File: src/abx_defs.svh
`ifndef ABX_DEFS_SVH
`define ABX_DEFS_SVH

// ==========================================================================
// Status flag bit positions.
`define ABX_FLAG_C    0
`define ABX_FLAG_Z    1
`define ABX_FLAG_N    2
`define ABX_FLAG_V    3
`define ABX_FLAG_S    4
`define ABX_FLAG_H    5
`define ABX_FLAG_I    7

// ==========================================================================
// Flag update masks, one bit per status flag.
`define ABX_MSK_ARITH 8'h2f
`define ABX_MSK_LOGIC 8'h0e
`define ABX_MSK_INV   8'h0f
`define ABX_MSK_WORD  8'h1f
`define ABX_MSK_MUL   8'h03
`define ABX_MSK_INT   8'h80
`define ABX_MSK_NONE  8'h00

// ==========================================================================
// Widths and constants.
`define ABX_PC_W      22
`define ABX_WIMM_W    6
`define ABX_PROD_REG  5'h00
`define ABX_BYTE_ONES 8'hff
`define ABX_BYTE_ZERO 8'h00
`define ABX_SIGN_MIN  8'h80

// ==========================================================================
// Clock counts per instruction class.
`define ABX_CYC_ALU   3'h1
`define ABX_CYC_WORD  3'h2
`define ABX_CYC_MUL   3'h2
`define ABX_CYC_RJUMP 3'h2
`define ABX_CYC_RELATIVE_CALL 3'h4
`define ABX_CYC_DJUMP 3'h3
`define ABX_CYC_DCALL 3'h5
`define ABX_CYC_EXIT  3'h5
`define ABX_CYC_SKIP1 3'h2
`define ABX_CYC_SKIP2 3'h3

`endif

File: src/abx_pkg.sv
`include "abx_defs.svh"

package abx_pkg;

    // Operations that the execution unit carries out.
    typedef enum logic [5:0] {
        OP_SUM_REGS, OP_SUM_CARRY, OP_WORD_IMMEDIATE_SUM, OP_DIFFERENCE_REGS,
        OP_DIFFERENCE_CONSTANT, OP_DIFFERENCE_WITH_BORROW, OP_CONSTANT_DIFFERENCE_BORROW,
        OP_WORD_IMMEDIATE_DIFFERENCE, OP_CONJ_REGS, OP_BITWISE_CONJ_CONST, OP_DISJ_REGS,
        OP_BITWISE_DISJ_CONST, OP_BITWISE_XDISJ_REGS, OP_BIT_INVERSION, OP_ARITH_INVERSE,
        OP_SET_BITS_MASK, OP_CLEAR_BITS_MASK, OP_ZERO_SIGN_TEST, OP_ZERO_REGISTER,
        OP_UNSIGNED_PRODUCT, OP_SIGNED_PRODUCT, OP_MIXED_SIGN_PRODUCT,
        OP_FRAC_UNSIGNED_PRODUCT, OP_FRAC_SIGNED_PRODUCT, OP_FRAC_MIXED_PRODUCT,
        OP_RELATIVE_JUMP, OP_RELATIVE_CALL, OP_INDIRECT_JUMP, OP_INDIRECT_CALL,
        OP_EXTENDED_INDIRECT_JUMP, OP_EXTENDED_INDIRECT_CALL, OP_DIRECT_JUMP,
        OP_DIRECT_CALL, OP_SUBROUTINE_EXIT, OP_INTERRUPT_EXIT, OP_COMPARE_SKIP_EQUAL,
        OP_COMPARE_REGS
    } abx_op_t;

    // Decoded instruction with its operand values.
    typedef struct packed {
        abx_op_t                 op;
        logic [4:0]              rd_idx;
        logic [7:0]              rd_val;
        logic [7:0]              rd_hi_val;
        logic [7:0]              rr_val;
        logic [7:0]              imm;
        logic [11:0]             offset;
        logic [`ABX_PC_W-1:0]    target;
        logic [`ABX_PC_W-1:0]    pc;
        logic [15:0]             zptr;
        logic [7:0]              ext_high;
        logic [`ABX_PC_W-1:0]    stack_addr;
        logic [7:0]              sreg;
        logic                    next_two_word;
    } abx_req_t;

    // Write-back towards register file, status register, fetch and stack.
    typedef struct packed {
        logic                    lo_we;
        logic                    hi_we;
        logic [4:0]              wr_idx;
        logic [15:0]             wr_data;
        logic [7:0]              flags;
        logic [7:0]              flag_we;
        logic                    pc_load;
        logic [`ABX_PC_W-1:0]    pc_next;
        logic                    push;
        logic [`ABX_PC_W-1:0]    push_addr;
        logic                    pop;
    } abx_res_t;

    // Sequencer states.
    typedef enum logic [1:0] {
        ST_IDLE = 2'b01,
        ST_EXEC = 2'b10
    } abx_state_t;

endpackage

File: src/abx_exec.sv
// What this block does
// - Register sum, optional carry, five flags, one clock
// - Word immediate sum/difference on pair, two clocks
// - Register or constant difference, five flags, one clock
// - Borrow difference subtracts operand and carry
// - AND, OR, XOR store result, Z N V
// - Bit inversion gives ones minus value
// - Arithmetic inverse gives zero minus value
// - Mask set ORs, mask clear ANDs inverse
// - Zero/sign test ANDs register with itself
// - Register zeroing XORs register with itself
// - Products into R1:R0, Z and C, two clocks
// - Fractional products shift left one bit
// - Relative jump/call: pc plus offset plus one
// - Indirect jump/call load pc from Z
// - Extended indirect jump uses high byte, two clocks
// - Extended indirect call uses high byte, four clocks
// - Direct jump three clocks, direct call five
// - Compare-skip advances pc two or three
// - Register compare sets flags, writes nothing
`timescale 1ns/1ps
`include "abx_defs.svh"

module abx_exec
    import abx_pkg::*;
(
    input  wire logic     clk_i,
    input  wire logic     rst_i,
    input  wire logic     start_i,
    input  wire abx_req_t req_i,
    output logic          ready_o,
    output logic          done_o,
    output abx_res_t      res_o
);

    // ======================================================================
    // Arithmetic helpers.

    // Returns {H, V, C, result} of a + b + cin.
    function automatic logic [10:0] f_add(input logic [7:0] a, input logic [7:0] b,
                                          input logic cin);
        logic [8:0] s;
        logic       h;
        logic       v;
        s = {1'b0, a} + {1'b0, b} + {8'h00, cin};
        h = (a[3] & b[3]) | (b[3] & ~s[3]) | (~s[3] & a[3]);
        v = (a[7] & b[7] & ~s[7]) | (~a[7] & ~b[7] & s[7]);
        return {h, v, s[8], s[7:0]};
    endfunction

    // Returns {H, V, C, result} of a - b - cin; C is the borrow.
    function automatic logic [10:0] f_sub(input logic [7:0] a, input logic [7:0] b,
                                          input logic cin);
        logic [8:0] s;
        logic       h;
        logic       v;
        s = {1'b0, a} - {1'b0, b} - {8'h00, cin};
        h = (~a[3] & b[3]) | (b[3] & s[3]) | (s[3] & ~a[3]);
        v = (a[7] & ~b[7] & ~s[7]) | (~a[7] & b[7] & s[7]);
        return {h, v, s[8], s[7:0]};
    endfunction

    // ======================================================================
    // Declarations.

    abx_state_t          state_q;
    logic [2:0]          cnt_q;
    logic                done_q;
    abx_res_t            res_q;
    abx_res_t            res_d;
    logic [2:0]          cyc_d;
    logic [10:0]         ar;
    logic [15:0]         wv;
    logic [15:0]         wr;
    logic [8:0]          ma;
    logic [8:0]          mb;
    logic [17:0]         mp;
    logic [15:0]         prod;
    logic [7:0]          lv;
    logic                cin;
    logic                fetch;
    logic [23:0]         ext_addr;
    logic [`ABX_PC_W-1:0] rel_addr;

    // Fetch hands over a new instruction only while the unit is idle.
    assign ready_o  = (state_q == ST_IDLE);
    assign fetch    = start_i & ready_o;
    assign ext_addr = {req_i.ext_high, req_i.zptr};
    assign rel_addr = req_i.pc + {{(`ABX_PC_W-12){req_i.offset[11]}}, req_i.offset}
                      + `ABX_PC_W'(1);

    // ======================================================================
    // Operation datapath.

    // Everything is worked out in the accept cycle and then held, so the
    // write-back stays stable however many clocks the instruction takes.
    always_comb begin
        res_d         = '0;
        res_d.wr_idx  = req_i.rd_idx;
        res_d.flags   = req_i.sreg;
        res_d.flag_we = `ABX_MSK_NONE;
        cyc_d         = `ABX_CYC_ALU;
        ar            = '0;
        lv            = `ABX_BYTE_ZERO;
        cin           = 1'b0;
        wv            = {req_i.rd_hi_val, req_i.rd_val};
        wr            = '0;
        ma            = '0;
        mb            = '0;
        mp            = '0;
        prod          = '0;
        case (req_i.op)
            OP_SUM_REGS, OP_SUM_CARRY: begin
                cin = (req_i.op == OP_SUM_CARRY) & req_i.sreg[`ABX_FLAG_C];
                ar  = f_add(req_i.rd_val, req_i.rr_val, cin);
            end
            OP_DIFFERENCE_REGS, OP_COMPARE_REGS: begin
                ar = f_sub(req_i.rd_val, req_i.rr_val, 1'b0);
            end
            OP_DIFFERENCE_CONSTANT: begin
                ar = f_sub(req_i.rd_val, req_i.imm, 1'b0);
            end
            OP_DIFFERENCE_WITH_BORROW: begin
                ar = f_sub(req_i.rd_val, req_i.rr_val, req_i.sreg[`ABX_FLAG_C]);
            end
            OP_CONSTANT_DIFFERENCE_BORROW: begin
                ar = f_sub(req_i.rd_val, req_i.imm, req_i.sreg[`ABX_FLAG_C]);
            end
            OP_ARITH_INVERSE: begin
                ar = f_sub(`ABX_BYTE_ZERO, req_i.rd_val, 1'b0);
            end
            default: begin
                ar = '0;
            end
        endcase

        // Byte results of the logic class.
        case (req_i.op)
            OP_CONJ_REGS:          lv = req_i.rd_val & req_i.rr_val;
            OP_BITWISE_CONJ_CONST: lv = req_i.rd_val & req_i.imm;
            OP_DISJ_REGS:          lv = req_i.rd_val | req_i.rr_val;
            OP_BITWISE_DISJ_CONST: lv = req_i.rd_val | req_i.imm;
            OP_BITWISE_XDISJ_REGS: lv = req_i.rd_val ^ req_i.rr_val;
            OP_BIT_INVERSION:      lv = `ABX_BYTE_ONES - req_i.rd_val;
            OP_SET_BITS_MASK:      lv = req_i.rd_val | req_i.imm;
            OP_CLEAR_BITS_MASK:    lv = req_i.rd_val & (`ABX_BYTE_ONES - req_i.imm);
            OP_ZERO_SIGN_TEST:     lv = req_i.rd_val & req_i.rd_val;
            OP_ZERO_REGISTER:      lv = req_i.rd_val ^ req_i.rd_val;
            default:               lv = `ABX_BYTE_ZERO;
        endcase

        case (req_i.op)
            OP_SUM_REGS, OP_SUM_CARRY, OP_DIFFERENCE_REGS, OP_DIFFERENCE_CONSTANT,
            OP_DIFFERENCE_WITH_BORROW, OP_CONSTANT_DIFFERENCE_BORROW,
            OP_ARITH_INVERSE, OP_COMPARE_REGS: begin
                res_d.lo_we   = (req_i.op != OP_COMPARE_REGS);
                res_d.wr_data = {8'h00, ar[7:0]};
                res_d.flag_we = `ABX_MSK_ARITH;
                res_d.flags[`ABX_FLAG_H] = ar[10];
                res_d.flags[`ABX_FLAG_V] = ar[9];
                res_d.flags[`ABX_FLAG_C] = ar[8];
                res_d.flags[`ABX_FLAG_N] = ar[7];
                res_d.flags[`ABX_FLAG_Z] = (ar[7:0] == `ABX_BYTE_ZERO);
                if (req_i.op == OP_DIFFERENCE_WITH_BORROW ||
                    req_i.op == OP_CONSTANT_DIFFERENCE_BORROW) begin
                    res_d.flags[`ABX_FLAG_Z] = (ar[7:0] == `ABX_BYTE_ZERO) &
                                               req_i.sreg[`ABX_FLAG_Z];
                end
                if (req_i.op == OP_ARITH_INVERSE) begin
                    res_d.flags[`ABX_FLAG_C] = (ar[7:0] != `ABX_BYTE_ZERO);
                    res_d.flags[`ABX_FLAG_V] = (ar[7:0] == `ABX_SIGN_MIN);
                    res_d.flags[`ABX_FLAG_H] = ar[3] | req_i.rd_val[3];
                end
            end
            OP_CONJ_REGS, OP_BITWISE_CONJ_CONST, OP_DISJ_REGS, OP_BITWISE_DISJ_CONST,
            OP_BITWISE_XDISJ_REGS, OP_BIT_INVERSION, OP_SET_BITS_MASK,
            OP_CLEAR_BITS_MASK, OP_ZERO_SIGN_TEST, OP_ZERO_REGISTER: begin
                res_d.lo_we   = 1'b1;
                res_d.wr_data = {8'h00, lv};
                res_d.flag_we = `ABX_MSK_LOGIC;
                res_d.flags[`ABX_FLAG_V] = 1'b0;
                res_d.flags[`ABX_FLAG_N] = lv[7];
                res_d.flags[`ABX_FLAG_Z] = (lv == `ABX_BYTE_ZERO);
                if (req_i.op == OP_BIT_INVERSION) begin
                    res_d.flag_we = `ABX_MSK_INV;
                    res_d.flags[`ABX_FLAG_C] = 1'b1;
                end
            end
            OP_WORD_IMMEDIATE_SUM, OP_WORD_IMMEDIATE_DIFFERENCE: begin
                if (req_i.op == OP_WORD_IMMEDIATE_SUM) begin
                    wr = wv + {10'h000, req_i.imm[`ABX_WIMM_W-1:0]};
                    res_d.flags[`ABX_FLAG_V] = ~wv[15] & wr[15];
                    res_d.flags[`ABX_FLAG_C] = wv[15] & ~wr[15];
                end else begin
                    wr = wv - {10'h000, req_i.imm[`ABX_WIMM_W-1:0]};
                    res_d.flags[`ABX_FLAG_V] = wv[15] & ~wr[15];
                    res_d.flags[`ABX_FLAG_C] = ~wv[15] & wr[15];
                end
                res_d.lo_we   = 1'b1;
                res_d.hi_we   = 1'b1;
                res_d.wr_data = wr;
                res_d.flag_we = `ABX_MSK_WORD;
                res_d.flags[`ABX_FLAG_N] = wr[15];
                res_d.flags[`ABX_FLAG_Z] = (wr == 16'h0000);
                res_d.flags[`ABX_FLAG_S] = wr[15] ^ res_d.flags[`ABX_FLAG_V];
                cyc_d = `ABX_CYC_WORD;
            end
            OP_UNSIGNED_PRODUCT, OP_SIGNED_PRODUCT, OP_MIXED_SIGN_PRODUCT,
            OP_FRAC_UNSIGNED_PRODUCT, OP_FRAC_SIGNED_PRODUCT, OP_FRAC_MIXED_PRODUCT: begin
                // Sign extension chooses the product kind.
                ma = {req_i.rd_val[7] & (req_i.op != OP_UNSIGNED_PRODUCT) &
                      (req_i.op != OP_FRAC_UNSIGNED_PRODUCT), req_i.rd_val};
                mb = {req_i.rr_val[7] & ((req_i.op == OP_SIGNED_PRODUCT) |
                      (req_i.op == OP_FRAC_SIGNED_PRODUCT)), req_i.rr_val};
                mp   = 18'($signed(ma) * $signed(mb));
                prod = mp[15:0];
                res_d.flags[`ABX_FLAG_C] = prod[15];
                if (req_i.op == OP_FRAC_UNSIGNED_PRODUCT || req_i.op == OP_FRAC_SIGNED_PRODUCT
                    || req_i.op == OP_FRAC_MIXED_PRODUCT) begin
                    prod = {prod[14:0], 1'b0};
                end
                res_d.lo_we   = 1'b1;
                res_d.hi_we   = 1'b1;
                res_d.wr_idx  = `ABX_PROD_REG;
                res_d.wr_data = prod;
                res_d.flag_we = `ABX_MSK_MUL;
                res_d.flags[`ABX_FLAG_Z] = (prod == 16'h0000);
                cyc_d = `ABX_CYC_MUL;
            end
            OP_RELATIVE_JUMP, OP_RELATIVE_CALL: begin
                res_d.pc_load   = 1'b1;
                res_d.pc_next   = rel_addr;
                res_d.push      = (req_i.op == OP_RELATIVE_CALL);
                res_d.push_addr = req_i.pc + `ABX_PC_W'(1);
                cyc_d = res_d.push ? `ABX_CYC_RELATIVE_CALL : `ABX_CYC_RJUMP;
            end
            OP_INDIRECT_JUMP, OP_INDIRECT_CALL: begin
                res_d.pc_load   = 1'b1;
                res_d.pc_next   = `ABX_PC_W'(req_i.zptr);
                res_d.push      = (req_i.op == OP_INDIRECT_CALL);
                res_d.push_addr = req_i.pc + `ABX_PC_W'(1);
                cyc_d = res_d.push ? `ABX_CYC_RELATIVE_CALL : `ABX_CYC_RJUMP;
            end
            OP_EXTENDED_INDIRECT_JUMP: begin
                res_d.pc_load = 1'b1;
                res_d.pc_next = ext_addr[`ABX_PC_W-1:0];
                cyc_d = `ABX_CYC_RJUMP;
            end
            OP_EXTENDED_INDIRECT_CALL: begin
                res_d.pc_load   = 1'b1;
                res_d.pc_next   = ext_addr[`ABX_PC_W-1:0];
                res_d.push      = 1'b1;
                res_d.push_addr = req_i.pc + `ABX_PC_W'(1);
                cyc_d = `ABX_CYC_RELATIVE_CALL;
            end
            OP_DIRECT_JUMP, OP_DIRECT_CALL: begin
                // Absolute target; call returns past the address word.
                res_d.pc_load   = 1'b1;
                res_d.pc_next   = req_i.target;
                res_d.push      = (req_i.op == OP_DIRECT_CALL);
                res_d.push_addr = req_i.pc + `ABX_PC_W'(2);
                cyc_d = res_d.push ? `ABX_CYC_DCALL : `ABX_CYC_DJUMP;
            end
            OP_SUBROUTINE_EXIT, OP_INTERRUPT_EXIT: begin
                res_d.pc_load = 1'b1;
                res_d.pc_next = req_i.stack_addr;
                res_d.pop     = 1'b1;
                if (req_i.op == OP_INTERRUPT_EXIT) begin
                    res_d.flag_we = `ABX_MSK_INT;
                    res_d.flags[`ABX_FLAG_I] = 1'b1;
                end
                cyc_d = `ABX_CYC_EXIT;
            end
            OP_COMPARE_SKIP_EQUAL: begin
                // Skip on equality; unequal falls through normally.
                if (req_i.rd_val == req_i.rr_val) begin
                    res_d.pc_load = 1'b1;
                    res_d.pc_next = req_i.pc + (req_i.next_two_word ?
                                                `ABX_PC_W'(3) : `ABX_PC_W'(2));
                    cyc_d = req_i.next_two_word ? `ABX_CYC_SKIP2 : `ABX_CYC_SKIP1;
                end
            end
            default: begin
                cyc_d = `ABX_CYC_ALU;
            end
        endcase
    end

    // ======================================================================
    // Sequencer.

    // The cycle counter stretches each instruction to its required length;
    // the write-back is issued once, at the end, so fetch sees one event.
    always_ff @(posedge clk_i) begin
        if (rst_i) begin
            state_q <= ST_IDLE;
            cnt_q   <= 3'h0;
        end else begin
            case (state_q)
                ST_IDLE: begin
                    if (fetch) begin
                        state_q <= ST_EXEC;
                        cnt_q   <= cyc_d - 3'h1;
                    end
                end
                ST_EXEC: begin
                    if (cnt_q == 3'h0) begin
                        state_q <= ST_IDLE;
                    end else begin
                        cnt_q <= cnt_q - 3'h1;
                    end
                end
                default: begin
                    state_q <= ST_IDLE;
                    cnt_q   <= 3'h0;
                end
            endcase
        end
    end

    // Completion strobe, one cycle wide.
    always_ff @(posedge clk_i) begin
        if (rst_i) begin
            done_q <= 1'b0;
        end else begin
            done_q <= (state_q == ST_EXEC) && (cnt_q == 3'h0);
        end
    end

    // Held results; fields are meaningful only while done_o is high.
    always_ff @(posedge clk_i) begin
        if (rst_i) begin
            res_q <= '0;
        end else if (fetch) begin
            res_q <= res_d;
        end
    end

    assign done_o = done_q;
    assign res_o  = res_q;

endmodule // abx_exec

File: config.mk
export PLATFORM = sky130hd
export DESIGN_NAME = abx_exec
export DESIGN_NICKNAME = d
export VERILOG_FILES = /design/src/abx_pkg.sv /design/src/abx_exec.sv
export VERILOG_INCLUDE_DIRS = /design/src
export SDC_FILE = /design/constraint.sdc
export NUM_CORES = 1
export LEC_CHECK = 0
export BUFFER_PORTS_ARGS = -buffer_cell sky130_fd_sc_hd__buf_2
export CAP_MARGIN = 30
export CORE_ASPECT_RATIO = 0.7
export CORE_UTILIZATION = 32
export DETAILED_ROUTE_END_ITERATION = 8
export PLACE_DENSITY = 0.6
export SLEW_MARGIN = 40
export SYNTH_ARGS = -nofsm -noshare
export SYNTH_HDL_FRONTEND = slang
export SYNTH_SLANG_ARGS = --single-unit
File: constraint.sdc
create_clock -name clk_i -period 11.26 [get_ports clk_i]
set_input_delay 1.689 -clock clk_i [delete_from_list [all_inputs] [get_ports clk_i]]
set_output_delay 1.689 -clock clk_i [all_outputs]
set_load 0.05 [all_outputs]
* Word level (Yosys, flattened, before mapping) *
Cells that the tools add are included.

word-level totals
  output and inout bits = 88
  bits in registers = 92
  word-level logic and storage cells = 232

cells by class
  eq/ne operators = 46
  bitwise gates (word level) = 82
  add/sub/neg operators = 18
  reductions and logical operators = 28
  multiply operators = 1
  mux-type cells = 43

operator list
  kind                   number
  $pmux 23 s6            1
  $eq 6x5->1 const B     16
  $pmux 23 s4            1
  $pmux 8 s9             1
  $pmux 11 s6            1
  $mux 16                4
  $pmux 16 s4            1
  $eq 6x4->1 const B     8
  $add 22x1->22 const B  2
  $and 1x1->1            41
  $pmux 8 s5             1
  $and 8x8->8            4
  $logic_not 16->1       2
  $eq 6x6->1 const B     5
  $eq 6x3->1 const B     4
  $mux 23                1
  $add 22x2->22          1
  $add 22x2->22 const B  1
  $add 22x22->22         1
  $pmux 3 s7             1
  $or 1x1->1             19
  $reduce_or 18->1       1
  $reduce_or 2->1        9
  $sub 8x8->9            2
  other kinds (45)       90

* Longest topological paths before layout *
Gate-level depths: netlist of run 1.

  depth in word-level cells = 12
  depth in mapped cells = 24
  depth with buffers taken out = 23

* Least setup slack after synthesis of run 1 *
OpenSTA, ideal clock, no wires.

  path kind = input to register
  start point = input port req_i[149] in the netlist's numbering
  end point = register res_q, in the netlist res_o[56]
  arrival time = 7.257 ns
  required time = 11.187 ns
  library setup time = 0.073 ns
  stages on the path = 22
  slack = 3.930 ns
  path buffers = 2
  cell sequence = buf_4 > buf_6 > xnor2_1 > nand4_2 > nand2b_1 > fa_1 > fa_1 > inv_1 > fa_1 > fa_1 > inv_1 > fa_1 > inv_1 > ha_1 > o21a_1 > o31a_1 > a21oi_1 > or4_1 > or4_1 > nor4_1 > nand2_1 > o211ai_2

between the ends
  longest elaborated chain between the ends = 8

RTL lines
  element                                                  RTL line                          text
  from (decl)                                              abx_exec.sv:30                    input wire abx_req_t req_i,
  $ne 6x5->1, or another cell as far along                 abx_exec.sv:211                   ma = {req_i.rd_val[7] & (req_i.op != OP_UNSIGNED_PRODUCT) &
  $and 1x1->1, or another cell as far along (2 in series)  abx_exec.sv:211
  $mul 9x9->16 / $pmux 11 s6 (equally long branches)       abx_exec.sv:215, abx_exec.sv:112
  $mux 16 / $logic_not 8->1 (equally long branches)        --
  $mux 16 / $and 1x1->1 (equally long branches)            abx_exec.sv:152, abx_exec.sv:166
  $logic_not 16->1 / $mux 1 (equally long branches)        abx_exec.sv:227, abx_exec.sv:164
  $pmux 2 s4 (*)                                           abx_exec.sv:152                   case (req_i.op)
  to (signal assigned)                                     abx_exec.sv:335                   res_q <= res_d;
  to (decl)                                                abx_exec.sv:69                    abx_res_t res_q;

Every way passes the cells marked *; elsewhere a longest branch is shown, timed or not. The select of a mux whose other input is x is not followed.
A chain may end at the register's enable or synchronous reset.

* Worst setup path in the final report of run 1 *
  start point = input port req_i[152] in the netlist's numbering
  end point = register res_q, in the netlist res_o[78]

between the ends
  longest elaborated chain between the ends = 7

RTL lines
  element                                           RTL line                          text
  $ne 6x5->1, or another cell as far along          abx_exec.sv:211
  $and 1x1->1 / $or 1x1->1 (equally long branches)  abx_exec.sv:211, abx_exec.sv:213
  $and 1x1->1 (on tied branches)                    abx_exec.sv:211, abx_exec.sv:213
  $mul 9x9->16                                      abx_exec.sv:215                   mp = 18'($signed(ma) * $signed(mb));
  $mux 16                                           abx_exec.sv:218                   if (req_i.op == OP_FRAC_UNSIGNED_PRODUCT || req_i.op == OP_FRAC_SIGNED_PRODUCT
  $mux 16                                           abx_exec.sv:152
  $pmux 16 s4 (*)                                   abx_exec.sv:152

Marked as above.

==> flow_metrics.py, run 1 <==
metrics = {
    "yosys": {
        "avgSynthCellArea_um2": 7.46,
        "synth_seq_cells": 90,
        "synth_flop_cell": "dfxtp_1",
        "synth_area_leaders": "dfxtp_1 14%, fa_1 11%, ha_1 10%",
        "synth_area_um2": 13000,
        "synth_edf_count": 0,
        "yosysUniqueCellTypes": 95,
        "async_flop_share_pct": 0,
        "synth_top_area_share_pct": 13.9,
        "ys_warn_count": 0,
        "ys_seq_area_share_pct": 13.9,
        "syn_nets": 2077,
        "yosys.area.top_type": "dfxtp_1",
        "synth_cells": 1740,
    },
    "floorplan": {
        "start_util_pct": 32.6,
        "rows": 61,
        "io_pins": 245,
        "die_h_um": 171,
        "coreArea_um2": 39800,
        "die_width_um": 243,
        "dieArea_um2": 41400,
    },
    "power": {
        "p_int_uw": 951,
        "leakage_uw": 0.00655,
        "finalPower_uw": 1940,
        "p_switching_uw": 987,
        "power_density_nw_per_um2": 130,
        "seqPwrFrac_pct": 18.4,
        "irDropWorstVdd_v": 0.0000826,
        "p_comb_share_pct": 65.2,
        "pwr-share-clk_pct": 16.4,
        "p_sw_share_pct": 50.9,
    },
    "sta": {
        "rsz0062_at_grt": "false",
        "min_period_ns": 8.44,
        "setup-tns-final_ns": 0,
        "max_freq_ghz": 0.118,
        "hold_viol": 0,
        "tightest_slew_ns": 0.980,
        "setup_violations": 0,
        "drv_slew": 0,
        "fin_crit_sh_pct": 75.0,
        "relSlewSlack_pct": 34.5,
        "clock-skew-final_ns": 0.0127,
    },
    "hold_path": {
        "hp-class": "reg -> reg",
    },
    "clock_tree": {
        "cts_tree": "done",
        "cts_inserted_buffers": 9,
        "clkTransAtPathRegs_ns": 0.08,
        "cts.sinks": 90,
        "insertion_delay_ns": 0.38,
        "htree_levels": 3,
        "cts_setup_buffers": 0,
        "clockBufferDepth": 2,
        "hold_buffers": 0,
        "post_cts_resized": 0,
        "root_buffer": "clkbuf_16",
    },
    "global_routing": {
        "grt_first_pass_wirelength_um": 82200,
        "grt_usage_pct": 26.2,
        "grt_max_degree": 67,
        "grt_antenna_before_repair": 3,
        "grt.overflow.total": 0,
        "grt_pass1_vias": 13100,
    },
    "layout": {
        "nFillCells": 4293,
        "register_area_um2": 1800,
        "drive_above_1_share_pct": 16.7,
        "nets": 2249,
        "areaGrowthSynthToFinish_pct": 14.6,
        "multiInputGateArea_um2": 10300,
    },
    "route": {
        "postRouteWirelength_um": 55800,
        "drt_iter0_drc": 1515,
        "ant_nets": 0,
        "drcViolationCount": 0,
        "vias": 14300,
        "firstDrtPassIters": 6,
        "avgViaCountPerCell": 5.81,
        "wl_per_cell_um": 22.7,
    },
    "placement": {
        "port_buffers": 241,
        "dp_hpwl_um": 45100,
        "gp_congestion": 1.03,
    },
    "worst_setup_path": {
        "endpoint_kind": "flip-flop",
        "startpoint_type": "primary input",
        "path_buf_inv": 4,
        "crit_family": "adder cells",
        "path_class": "in -> reg",
        "crit_top_cell": "fa_1",
        "cp_slowest_cell": "nor2b_1",
        "crit_required_ns": 11.57,
        "slowest_delay_ns": 0.77,
        "cp_cell_sequence": "buf_2 -> nor2b_1 -> nand4_2 -> nand2b_1 -> fa_1 -> fa_1 -> inv_1 -> fa_1 -> fa_1 -> inv_1 -> fa_1 -> inv_1 -> ha_1 -> o21a_1 -> o31a_1 -> o21ai_0 -> o2111ai_1 -> xnor2_1 -> nand2_1 -> a21boi_1 -> o21a_1 -> nor3_1",
        "crit_arrival_ns": 8.76,
        "crit_fanout": 17,
    },
    "outcome": {
        "outcome": "finished clean",
    },
    "flow_run": {
        "max-cap-violations": 0,
    },
}
-- cell usage after synthesis (31+ instances only) --
| cell | n |
|---|---|
| fa_1 | 72 |
| nand2_1 | 144 |
| nor3_1 | 59 |
| ha_1 | 108 |
| dfxtp_1 | 90 |
| clkbuf_1 | 61 |
| nor2_1 | 222 |
| inv_1 | 130 |
| a21oi_1 | 137 |
| o21ai_0 | 71 |
| xor2_1 | 36 |
| xnor2_1 | 55 |
| and2_1 | 31 |
| nand3_1 | 53 |
-- area by class of cell --
class,count,share of cell area [%]
inverter,132,3.33
timing repair buffer,255,8.83
sequential,90,12.1
clock buffer,9,1.51
multi-input combinational,1424,69.2
clock inverter,7,0.454
tap,535,4.50
antenna,2,0.0336
-- per-stage QoR --
stage                     cell area [um^2]  instances  setup slack, ns  hold slack (ns)  utilization [%]
after floorplan                      13000       1740             3.93            0.452                -
after CTS                            14900       2452             2.91            0.453             37.3
final                                14900       2454             2.82            0.455             37.3
after global routing                 14900       2453             2.52            0.480             37.3
after global placement               14600       2436             2.65            0.437             36.5
after detailed placement             14600       2436             2.51            0.442             36.6
-- final timing paths --
path                                               from                      to  slack, ns  cells past startpoint
worst max-delay path                         req_i[152]  res_o[78]$_SDFFE_PP0P_       2.82                     22
worst min-delay path             res_o[79]$_SDFFE_PP0P_  res_o[79]$_SDFFE_PP0P_       0.45                      2
worst max register to register  state_q[1]$_SDFFE_PP0P_  res_o[67]$_SDFFE_PP0P_       8.16                      7
worst min register to register   res_o[79]$_SDFFE_PP0P_  res_o[79]$_SDFFE_PP0P_       0.45                      2
-- state kept, by name (all words and copies together) (netlist names) --
signal / count
res_o: 84
done_o: 1
cnt_q: 3
state_q: 2
-- power by group through the flow --
stage	Combinational [uW]	Sequential [uW]	Clock (uW)
6_report	1260	356	318
5_1_grt	1390	359	342
4_1_cts	1260	356	330
3_5_place_dp	1240	363	0
3_3_place_gp	1220	362	0
2_1_floorplan	795	435	0
-- worst min-delay path: stages, from the launching register on --
cell,delay [ns]
dfxtp_1,0.31
nand2_1,0.05
a21oi_1,0.05
-- cell usage in the layout (no fill, tap or decap), drive strengths merged, types with 21 or more instances in the layout --
master    n
nor3     62
a221oi   26
a21oi   137
a211oi   29
nand3    53
dfxtp    90
inv     135
a21o     21
xnor2    55
fa       72
ha      108
o21ai    77
xor2     36
and3     21
mux2i    24
nand2   145
buf     255
and2     31
nor2    226
-- kinds of logic after synthesis --
group | synth area share (%)
mux | 2.11
buf+inv | 7.14
fa+ha+maj | 21.5
xor+xnor | 6.14
flops | 13.9
compound gates | 24.3
other cells | 0.0289
simple gates | 24.9
-- routing by layer --
metal  track usage (%)  part of all wire, %  vias to the layer above
li1                  -                    -                     6553
met3              7.92                   12                       60
met1              39.4                   48                     6915
met4              5.52                  1.6                        0
met5                 0                    0                        -
met2              36.0                   39                      733
(Power assumes the default switching activity.)
==> run 2: changes to the inputs <==
Settings changed: ABC_AREA set to 1, PLACE_DENSITY 0.6 to 0.61.
Clock period 11.26 ns to 7 ns, I/O delays scaled along.
==> run 2 against run 1 <==
Against the previous run: critical path depth is 7 higher; hold slack gained 0.010 ns; design area increased by 12%; largest power group unchanged; power up 91%; synthesized cell count up 37%.
==> flow_metrics.py, run 2 <==
metrics = {
    "worst_setup_path": {
        "crit_required_ns": 7.32,
        "startpoint_type": "primary input",
        "crit_top_cell": "inv_1",
        "crit_arrival_ns": 6.87,
        "rrSetupSlack_ns": 4.53,
        "crit_fanout": 6,
        "path_buf_inv": 10,
        "worstReg2RegEnd": "res_o[62]$_SDFFE_PP0P_",
        "reg2reg_depth": 8,
        "cp_slowest_cell": "fa_1",
        "crit_family": "adder cells",
        "r2r_start": "state_q[1]$_SDFFE_PP0P_",
        "slowest_delay_ns": 0.56,
        "endpoint_kind": "flip-flop",
        "path_class": "in -> reg",
    },
    "placement": {
        "preCtsSetupSlack_ns": 0.0345,
        "gp_congestion": 1.07,
        "dp_hpwl_um": 57400,
        "port_buffers": 241,
    },
    "sta": {
        "min_period_ns": 6.55,
        "drv_slew": 0,
        "rsz0062_at_grt": "false",
        "hold_viol": 0,
        "relSlewSlack_pct": 45.2,
        "setup-tns-final_ns": 0,
        "setup_violations": 0,
        "clock-skew-final_ns": 0.0185,
        "fin_crit_sh_pct": 93.6,
        "tightest_slew_ns": 0.821,
        "finalWorstSetupSlack_ns": 0.448,
        "max_freq_ghz": 0.153,
    },
    "route": {
        "wl_per_cell_um": 21.4,
        "vias": 17400,
        "drcViolationCount": 0,
        "drt_iter0_drc": 1748,
        "avgViaCountPerCell": 5.38,
        "firstDrtPassIters": 5,
        "ant_nets": 0,
        "postRouteWirelength_um": 69300,
    },
    "outcome": {
        "outcome": "finished clean",
    },
    "yosys": {
        "avgSynthCellArea_um2": 5.95,
        "synth_cells": 2390,
        "syn_nets": 2727,
        "ys_warn_count": 0,
        "synth_seq_cells": 90,
        "async_flop_share_pct": 0,
        "synth_common_cells": "712 x nand2_1, 364 x inv_1, 200 x nand3_1",
        "ys_seq_area_share_pct": 12.7,
        "synth_area_um2": 14200,
        "synth_area_leaders": "nand2_1 19%, dfxtp_1 13%, fa_1 10%",
        "synth_edf_count": 0,
        "synth.most_common_cell": "nand2_1",
        "synth_flop_cell": "dfxtp_1",
        "synth_top_area_share_pct": 18.8,
        "yosys.area.top_type": "nand2_1",
        "yosysUniqueCellTypes": 56,
    },
    "global_routing": {
        "grt.overflow.total": 0,
        "grt_max_degree": 75,
        "grt_first_pass_wirelength_um": 101000,
        "grt_pass1_vias": 15900,
        "grt_usage_pct": 30.3,
        "grt_antenna_before_repair": 5,
    },
    "floorplan": {
        "io_pins": 245,
        "rows": 64,
        "die_width_um": 254,
        "dieArea_um2": 45300,
        "coreArea_um2": 43800,
        "die_h_um": 178,
        "start_util_pct": 32.5,
    },
    "layout": {
        "final_cell_mix": "711 x nand2_1, 364 x inv_1, 241 x buf_2",
        "layout_commonest_cell": "nand2_1",
        "areaGrowthSynthToFinish_pct": 17.2,
        "drive_above_1_share_pct": 14.1,
        "nets": 2967,
        "largest_register_ffs": 84,
    },
    "clock_tree": {
        "insertion_delay_ns": 0.40,
        "clockBufferDepth": 2,
        "cts.sinks": 90,
        "cts_inserted_buffers": 9,
        "htree_levels": 3,
        "cts_setup_buffers": 0,
        "clkTransAtPathRegs_ns": 0.08,
        "root_buffer": "clkbuf_16",
        "cts_tree": "done",
    },
    "flow_run": {
        "max-cap-violations": 0,
    },
    "power": {
        "power_density_nw_per_um2": 222,
        "leakage_uw": 0.00874,
        "irDropWorstVdd_v": 0.000164,
    },
    "hold_path": {
        "hp-class": "reg -> reg",
        "holdPathEnd": "res_o[58]$_SDFFE_PP0P_",
        "hold_depth": 2,
        "hold_start": "res_o[58]$_SDFFE_PP0P_",
    },
}
## run 2: cell count changes in the layout (fill, tap and decap cells not counted), sizes merged, moves of 31 or more
cell	before	now
xnor2	55	10
nor3	62	29
o21ai	77	111
nand3	53	204
buf	255	307
nand2	145	716
nand4	11	52
a21oi	137	168
inv	135	378
## run 2: worst register-to-register path, cell delays in order (launching register included)
cell and delay [ns]:
dfxtp_1 0.32, inv_1 0.07, ha_1 0.22, nand2_2 0.09, inv_2 0.55, buf_4 0.63, nand2_1 0.25, o221ai_1 0.19
inv_1 0.06
## run 2: area by class of cell
cell class                      count  area (um^2)
Sequential cell                    90         1800
Clock inverter                      7         78.8
Antenna cell                        2         5.00
Inverter                          375         1410
Multi-Input combinational cell   1847        10700
Timing Repair Buffer              307         1720
Tap cell                          594          743
Fill cell                        4915        27100
Clock buffer                        9          225
## run 2: worst max path at each step
stage / start / endpoint / cells after the start
6_report: req_i[153] / res_o[55]$_SDFFE_PP0P_ / 29
3_3_place_gp: req_i[153] / res_o[56]$_SDFFE_PP0P_ / 31
2_1_floorplan: req_i[153] / res_o[56]$_SDFFE_PP0P_ / 29
3_5_place_dp: req_i[153] / res_o[56]$_SDFFE_PP0P_ / 31
5_1_grt: req_i[153] / res_o[55]$_SDFFE_PP0P_ / 29
4_1_cts: req_i[153] / res_o[56]$_SDFFE_PP0P_ / 31
## run 2: per-stage QoR
stage	instances	utilization, %	power, uW	cell area, um^2	hold WS [ns]
2_1_floorplan	2390	-	2140	14200	0.444
3_3_place_gp	3212	37.3	3070	16300	0.450
3_5_place_dp	3213	37.4	3100	16400	0.455
4_1_cts	3229	38.0	3660	16700	0.467
5_1_grt	3230	38.1	4010	16700	0.485
6_report	3231	38.1	3690	16700	0.465
## run 2: where the power goes
group	leakage (uW)	switching [uW]	internal [uW]
combinational	0.00786	1680	890
sequential	0.000731	28.7	558
clock	0.000148	281	254
## run 2: per-layer routing
layer	global-route usage [%]	up-vias	routed length, um
li1	-	8232	-
met1	45.8	8309	33800
met2	40.1	775	26100
met3	8.74	81	7460
met4	9.01	0	1910
met5	0	-	0
## run 2: cell families after synthesis
| family | after synthesis | share of synthesized area (%) |
|---|---|---|
| buffers and inverters | 453 | 12.2 |
| and+or+nand+nor | 1231 | 37.0 |
| other | 1 | 0.0264 |
| xor gates and xnor gates | 45 | 2.77 |
| muxes | 1 | 0.0703 |
| DFF | 90 | 12.7 |
| AOI/OAI and AO/OA | 389 | 15.6 |
| adders and majority gates | 180 | 19.6 |
## run 2: what timing repair did
action / CTS / global route
gates resized for setup: 0 / 1
hold buffers: 0 / 0
endpoints found under the setup margin: 0 / 2
